## src/shared/gdio_params.svh

```systemverilog
// Offsets, field positions, reset values and timing counts for the digital I/O port
`ifndef GDIO_PARAMS_SVH
`define GDIO_PARAMS_SVH
`define GDIO_OFF_INPUT 12'h000
`define GDIO_OFF_DIR 12'h004
`define GDIO_OFF_OUT 12'h008
`define GDIO_OFF_PULLUP 12'h00c
`define GDIO_OFF_PORT_CONTROL_REG 12'h010
`define GDIO_OFF_MCU_CONTROL_REG 12'h014
`define GDIO_OFF_SLEEP 12'h018
`define GDIO_OFF_EXTINT 12'h01c
`define GDIO_OFF_EXTFLAG 12'h020
`define GDIO_BIT_BBM 0
`define GDIO_BIT_PUD 0
`define GDIO_BIT_SLEEP 0
`define GDIO_RST_REG 8'h00
`define GDIO_BBM_HOLD_CYC 1
`endif

```

## src/shared/gdio_pkg.sv

```systemverilog
// Types for the digital I/O port
package gdio_pkg;
  typedef enum logic [1:0] {
    GDIO_SLP_AWAKE = 2'b00,
    GDIO_SLP_DEEP = 2'b01,
    GDIO_SLP_WAKE = 2'b10
  } gdio_sleep_t;
endpackage

```

## src/logic/gdio_port.sv

```systemverilog
// General-purpose digital I/O port with APB register access
`timescale 1ns/1ps
`include "gdio_params.svh"
// What this block does
// - Input sample register is read-only; output and direction registers read/write.
// - Writing one to an input register bit inverts the output value bit.
// - Global pull-up disable turns off every pull-up.
// - Direction bit one makes an output, zero an input.
// - Input pin is hi-Z, or pulled up when pull-up enable set.
// - Output pin drives output value; pull-up added when enabled.
// - Reset tri-states all pins asynchronously, without clock.
// - Break-before-make holds pin tri-stated one cycle on input-to-output change.
// - Break-before-make applies port-wide, enabled by port control bit.
// - No tri-state interval on output-to-input change.
// - Pin passes falling-edge latch then rising-edge register into input bit.
// - External transition reaches input bit after half to one-and-half periods.
// - Software-driven level reaches input bit one period after the write.
// - Deep sleep clamps digital input path to ground.
// - Pins with external interrupt enabled are not clamped.
// - High level on disabled interrupt pin sets its flag on wake.
// - Alternate function on some pins leaves the others unaffected.
// - Pull-ups stay disconnected while reset is active.
module gdio_port import gdio_pkg::*; #(
  parameter int WIDTH = 8
) (
  // Clock and reset
  input wire logic core_clk_in,
  input wire logic rstn_in,
  // APB slave
  input wire logic psel_in,
  input wire logic penable_in,
  input wire logic pwrite_in,
  input wire logic [11:0] paddr_in,
  input wire logic [31:0] pwdata_in,
  output logic [31:0] prdata_out,
  output logic pready_out,
  output logic pslverr_out,
  // Pads
  input wire logic [WIDTH-1:0] pad_in,
  output logic [WIDTH-1:0] pad_out,
  output logic [WIDTH-1:0] pad_oe_out,
  output logic [WIDTH-1:0] pad_pullup_out,
  // Alternate function claim per pin
  input wire logic [WIDTH-1:0] alt_claim_in,
  output logic [WIDTH-1:0] input_clamp_out
);
  logic [WIDTH-1:0] port_direction_reg;
  logic [WIDTH-1:0] port_output_value_reg;
  logic [WIDTH-1:0] pullup_enable_reg;
  logic [WIDTH-1:0] port_input_sample_reg;
  logic [WIDTH-1:0] sync_latch;
  logic [WIDTH-1:0] dir_prev;
  logic [WIDTH-1:0] ext_int_enable;
  logic [WIDTH-1:0] ext_int_flag;
  logic break_before_make_enable;
  logic global_pullup_disable;
  logic sleep_request;
  gdio_sleep_t sleep_state;
  gdio_sleep_t next_sleep_state;

  // Address decode
  wire wr_phase = psel_in & penable_in & pwrite_in;
  wire hit_input = paddr_in == `GDIO_OFF_INPUT;
  wire hit_dir = paddr_in == `GDIO_OFF_DIR;
  wire hit_out = paddr_in == `GDIO_OFF_OUT;
  wire hit_pu = paddr_in == `GDIO_OFF_PULLUP;
  wire hit_pcr = paddr_in == `GDIO_OFF_PORT_CONTROL_REG;
  wire hit_mcu = paddr_in == `GDIO_OFF_MCU_CONTROL_REG;
  wire hit_slp = paddr_in == `GDIO_OFF_SLEEP;
  wire hit_eie = paddr_in == `GDIO_OFF_EXTINT;
  wire hit_efl = paddr_in == `GDIO_OFF_EXTFLAG;
  wire hit_any = hit_input | hit_dir | hit_out | hit_pu | hit_pcr | hit_mcu | hit_slp | hit_eie | hit_efl;
  wire [WIDTH-1:0] wdata = pwdata_in[WIDTH-1:0];

  wire [WIDTH-1:0] next_out_value = (wr_phase & hit_input) ? (port_output_value_reg ^ wdata) :
                                    (wr_phase & hit_out) ? wdata : port_output_value_reg;

  assign pready_out = 1'b1;
  assign pslverr_out = psel_in & penable_in & ~hit_any;

  // Read mux, input sample register read-only
  wire [WIDTH-1:0] rd_port = hit_input ? port_input_sample_reg :
                             hit_dir ? port_direction_reg :
                             hit_out ? port_output_value_reg :
                             hit_pu ? pullup_enable_reg :
                             hit_eie ? ext_int_enable :
                             hit_efl ? ext_int_flag : '0;
  wire [31:0] rd_word = {{(32-WIDTH){1'b0}}, rd_port} |
                        {31'h0, (hit_pcr & break_before_make_enable) | (hit_mcu & global_pullup_disable) |
                                (hit_slp & sleep_request)};

  always_ff @(posedge core_clk_in or negedge rstn_in) begin
    if (!rstn_in) begin
      port_direction_reg <= '0;
      port_output_value_reg <= '0;
      pullup_enable_reg <= '0;
      break_before_make_enable <= 1'b0;
      global_pullup_disable <= 1'b0;
      sleep_request <= 1'b0;
      ext_int_enable <= '0;
      dir_prev <= '0;
      prdata_out <= 32'h0;
    end else begin
      port_output_value_reg <= next_out_value;
      if (wr_phase & hit_dir) port_direction_reg <= wdata;
      if (wr_phase & hit_pu) pullup_enable_reg <= wdata;
      if (wr_phase & hit_pcr) break_before_make_enable <= pwdata_in[`GDIO_BIT_BBM];
      if (wr_phase & hit_mcu) global_pullup_disable <= pwdata_in[`GDIO_BIT_PUD];
      if (wr_phase & hit_slp) sleep_request <= pwdata_in[`GDIO_BIT_SLEEP];
      if (wr_phase & hit_eie) ext_int_enable <= wdata;
      dir_prev <= port_direction_reg;
      if (psel_in & ~penable_in & ~pwrite_in) prdata_out <= rd_word;
    end
  end

  // One-cycle break on rising direction, port-wide enable
  wire [WIDTH-1:0] bbm_hold = {WIDTH{break_before_make_enable}} & port_direction_reg & ~dir_prev;
  assign pad_oe_out = {WIDTH{rstn_in}} & port_direction_reg & ~bbm_hold;
  assign pad_out = port_output_value_reg;
  assign pad_pullup_out = {WIDTH{rstn_in & ~global_pullup_disable}} & pullup_enable_reg;

  // Sleep sequencing, wake state drives the flag catch
  assign next_sleep_state = (sleep_state == GDIO_SLP_AWAKE) ? (sleep_request ? GDIO_SLP_DEEP : GDIO_SLP_AWAKE) :
                            (sleep_state == GDIO_SLP_DEEP) ? (sleep_request ? GDIO_SLP_DEEP : GDIO_SLP_WAKE) :
                            GDIO_SLP_AWAKE;
  always_ff @(posedge core_clk_in or negedge rstn_in) begin
    if (!rstn_in) sleep_state <= GDIO_SLP_AWAKE;
    else sleep_state <= next_sleep_state;
  end

  assign input_clamp_out = {WIDTH{sleep_state == GDIO_SLP_DEEP}} & ~ext_int_enable & ~alt_claim_in;
  wire [WIDTH-1:0] pin_level = pad_in & ~input_clamp_out;

  // Falling-edge capture stage, the latch of the synchroniser
  always_ff @(negedge core_clk_in or negedge rstn_in) begin
    if (!rstn_in) sync_latch <= '0;
    else sync_latch <= pin_level;
  end
  // Driven level seen one period later
  always_ff @(posedge core_clk_in or negedge rstn_in) begin
    if (!rstn_in) port_input_sample_reg <= '0;
    else port_input_sample_reg <= sync_latch;
  end

  // Flag on wake for high disabled pins; set wins over write-one clear
  wire [WIDTH-1:0] flag_set = {WIDTH{sleep_state == GDIO_SLP_WAKE}} & ~ext_int_enable & pad_in;
  wire [WIDTH-1:0] flag_clr = {WIDTH{wr_phase & hit_efl}} & wdata;
  always_ff @(posedge core_clk_in or negedge rstn_in) begin
    if (!rstn_in) ext_int_flag <= '0;
    else ext_int_flag <= (ext_int_flag & ~flag_clr) | flag_set;
  end
endmodule

```

## config.mk

```make
export PLATFORM = sky130hd
export DESIGN_NAME = gdio_port
export DESIGN_NICKNAME = d
export VERILOG_FILES = /design/src/shared/gdio_pkg.sv /design/src/logic/gdio_port.sv
export VERILOG_INCLUDE_DIRS = /design/src /design/src/shared
export SDC_FILE = /design/constraint.sdc
export NUM_CORES = 1
export LEC_CHECK = 0
export ABC_AREA = 1
export BUFFER_PORTS_ARGS = -buffer_cell sky130_fd_sc_hd__buf_2
export CAP_MARGIN = 30
export CORE_ASPECT_RATIO = 0.75
export CORE_MARGIN = 3
export CORE_UTILIZATION = 55
export DETAILED_ROUTE_END_ITERATION = 16
export HOLD_SLACK_MARGIN = 0.05
export PLACE_DENSITY_LB_ADDON = 0.1
export SYNTH_ARGS = -nofsm -noshare
export SYNTH_HDL_FRONTEND = slang
export SYNTH_SLANG_ARGS = --single-unit
```

## constraint.sdc

```tcl
create_clock -name core_clk_in -period 1.9 [get_ports core_clk_in]
set_input_delay 0.19 -clock core_clk_in [delete_from_list [all_inputs] [get_ports core_clk_in]]
set_output_delay 0.19 -clock core_clk_in [all_outputs]
set_load 0.03 [all_outputs]
```

* After elaboration in Yosys (flattened, before gate mapping) *
Cells that the tools add are included.

cells by class
  magnitude comparators = 0
  divide/modulo/power cells = 0
  reduce and logical (&&, ||, !) cells = 3
  multiplexer cells = 12
  bitwise logic cells = 53
  add/subtract/negate cells = 0
  eq/ne operators = 10
  shifts and indexed selects = 0
  $mul = 0

operator list
  operator               count
  $and A8 B8 Y8          12
  $mux W8                8
  $eq A12 B5 Y1 const B  4
  $not A8 Y8             6
  $eq A12 B4 Y1 const B  2
  $and A1 B1 Y1          18
  $eq A12 B3 Y1 const B  1
  $eq A12 B6 Y1 const B  1
  $logic_not A12 Y1      1
  $or A1 B1 Y1           10
  $or A8 B1 Y8           1
  $or A8 B8 Y8           1
  $xor A8 B8 Y8          1
  $mux W2                3
  $not A1 Y1             4
  $eq A2 B1 Y1 const B   1
  $eq A2 B2 Y1 const B   1
  $logic_not A2 Y1       1
  $reduce_bool A2 Y1     1
  $mux W1                1

word-level totals
  memories kept = 0
  output and inout port bits = 66
  bits of input ports = 65
  latch bits = 0
  flip-flop bits (word level) = 101
  bits in writable memories = 0
  ROM bits = 0
  word-level logic and storage cells = 91

* Depth between registers and ports, before layout *
  word-level depth = 11
  depth in mapped cells = 11
  depth with buffers taken out = 11

==> flow_metrics.tcl <==
set metrics [dict create \
    violations "setup timing" \
    p_total_uw 3316 \
    core_area_um2 6864 \
    drcViolationCount 0 \
    htree_num_levels 3 \
    antenna_left 0 \
    syn_inst 465 \
    start_util 0.5735 \
    clockBufferDepth 2 \
    start_kind "flip-flop" \
    yosys.area.top_type_share 0.4387 \
    layout_setup_ws_ps -136.2 \
    hold_depth 3 \
    clkSinkCount 77 \
    fillers 556 \
    antenna_found_initial 0 \
    critPathArrivalTime_ps 1270 \
    num_vias 3486 \
    endpoint_kind "flip-flop" \
    wl_per_cell_um 15.57 \
    cts_buffers 9 \
    post-route-cell-area_um2 4855 \
    grt_use_total 0.2636 \
    critPathSlowestCell "dfrtp_1" \
    overflow 0 \
    vias_per_cell 5.157 \
    ys_seq_elements 77 \
    place_area_um2 4602 \
    synth_cell_types 32 \
    drv_cap 0 \
    rows 26 \
    diodes 0 \
    rrSetupSlack_ps -140 \
    stdcell_count 676 \
    netlist_area_um2 3936 \
    place_hpwl_mm 7.900 \
    reg2reg_from "sleep_state[1]" \
    cp_slowest_stage_delay_ps 410 \
    root_buffer "clkbuf_8" \
    die_w_um 103.7 \
    status "finished, violations left" \
    reg2reg_depth 5 \
    drt-total-wl_mm 10.52 \
    critPathTopFamily "flip-flops" \
    regArea_um2 1927 \
    r2r-end "sync_latch[4]" \
    grt_pass1_wl_mm 16.60 \
    max-vdd-ir-drop_mv 0.4908 \
    yosysWarningCount 0 \
    io_pins 131 \
    crit_chain "nor2_4 > buf_4 > inv_4 > nor3_4 > nor2_1" \
    synth.area.top_cells "dfrtp_1 44%, nand2_1 10%, inv_1 5.9%" \
    clock_skew_ps 17.52 \
    die_area_um2 8219 \
    path_class "reg2reg" \
    final_nets 638 \
    initialDrtViolationCount 278 \
    grt_max_degree 24 \
    grt_pass1_vias 3158 \
    layout_commonest_cell "nand2_1" \
    final_cell_mix "104 x nand2_1, 80 x buf_2, 69 x dfrtp_1" \
    numPortBuffers 81 \
    fp.dieH_um 79.27 \
    fin_hold_ws_ps 99.06 \
    path_clk_slew_ps 90 \
    layout-drive-gt1-share 0.2803 \
    synth_top_area_cell "dfrtp_1" \
    multi_input_area_um2 1678 \
    leakage_uw 0.002599 \
    cp_max_fo 4 \
    synth_sequential_area_ratio 0.4895 \
    power_density_nw_per_um2 683.0 \
    dp_cells 656 \
    path_buf_inv 2 \
    cts_tree "done" \
    hold_path_class "in2reg" \
    avgSynthCellArea_um2 8.465 \
    finalMaxSlewViolations 0 \
    final_util 0.7073 \
    min_from "pad_in[6]" \
    clock_latency_ps 350 \
    rsz0062_at_grt "true" \
    finalHoldViolCount 0 \
    area_growth_pct 23.33 \
    holdPathEnd "ext_int_flag[6]" \
    dr.pass1.iters 7 \
    setup_viol 8 \
    required_ps 1140 \
    place_congestion 0.8994 \
]
-- layout make-up --
class	count	share of cell area
well taps	98	0.02526
clock buffers	10	0.02835
multi-input cells	308	0.3456
clock inverters	6	0.01443
inverters	65	0.05129
flip-flops and latches	77	0.3969
repair buffers	111	0.1369
repair inverters	1	0.001289
-- through the flow --
stage / worst slack (ps) / setup TNS (ps)
after CTS: -166.9 / -1187
after floorplan: -324.8 / -2271
after detailed placement: -165.0 / -1085
after global routing: -190.7 / -1357
after global placement: -148.2 / -874.1
final: -136.2 / -928.9
-- cell usage after synthesis, drive strengths merged --
| cell | count |
|---|---|
| a21oi | 2 |
| a311oi | 1 |
| and2 | 1 |
| buf | 34 |
| clkbuf | 4 |
| clkinv | 2 |
| conb | 2 |
| dfrtn | 8 |
| dfrtp | 69 |
| inv | 63 |
| mux2i | 2 |
| nand2 | 110 |
| nand3 | 25 |
| nand4 | 12 |
| nor2 | 41 |
| nor3 | 10 |
| o211a | 7 |
| o211ai | 6 |
| o21ai | 50 |
| o31ai | 8 |
| xor2 | 8 |
-- routing by layer --
layer | global-route usage | vias to the layer above | part of all wire
li1 | - | 1668 | -
met1 | 0.3662 | 1620 | 0.43
met2 | 0.4184 | 183 | 0.46
met3 | 0.07149 | 15 | 0.10
met4 | 0.06109 | 0 | 0.012
met5 | 0 | - | 0
-- power by group --
part / leakage [uW] / total (uW) / internal [uW] / switching (uW)
sequential: 0.00102 / 1680 / 1670 / 12.4
combinational: 0.00149 / 355 / 103 / 252
clock: 0.0000951 / 1280 / 649 / 630
-- worst min-delay path, cell delays in order --
cell and delay [ps]:
buf_2 90, inv_1 60, o31ai_1 70
-- what timing repair did --
action                     in CTS  in global routing
setup endpoints to repair       8                 16
hold buffers                    1                  0
pin swaps                       0                  2
hold endpoints to repair       34                  0
resized for setup               1                  4
setup buffers                   0                  2
cloned                          1                  0
-- cell families (layout without fill, tap and decap cells) --
kind of cell / after synthesis / after routing / share of synthesized area
simple gates: 199 / 199 / 0.2301
buf+inv: 103 / 193 / 0.1322
flops: 77 / 77 / 0.4895
compound gates: 74 / 74 / 0.1233
xor+xnor: 8 / 8 / 0.01780
other cells: 2 / 25 / 0.001908
mux: 2 / 2 / 0.005086
-- how the worst max path moves through the flow --
stage,slack [ps],end,start,depth (start not counted)
5_1_grt,-190,sync_latch[6],sleep_state[1],5
3_3_place_gp,-150,sync_latch[0],sleep_state[0],5
6_report,-140,sync_latch[4],sleep_state[1],5
2_1_floorplan,-320,sync_latch[0],sleep_state[1],4
4_1_cts,-170,sync_latch[0],sleep_state[1],4
3_5_place_dp,-170,sync_latch[0],sleep_state[0],5
Note: power is estimated with default switching activity, not from simulation.
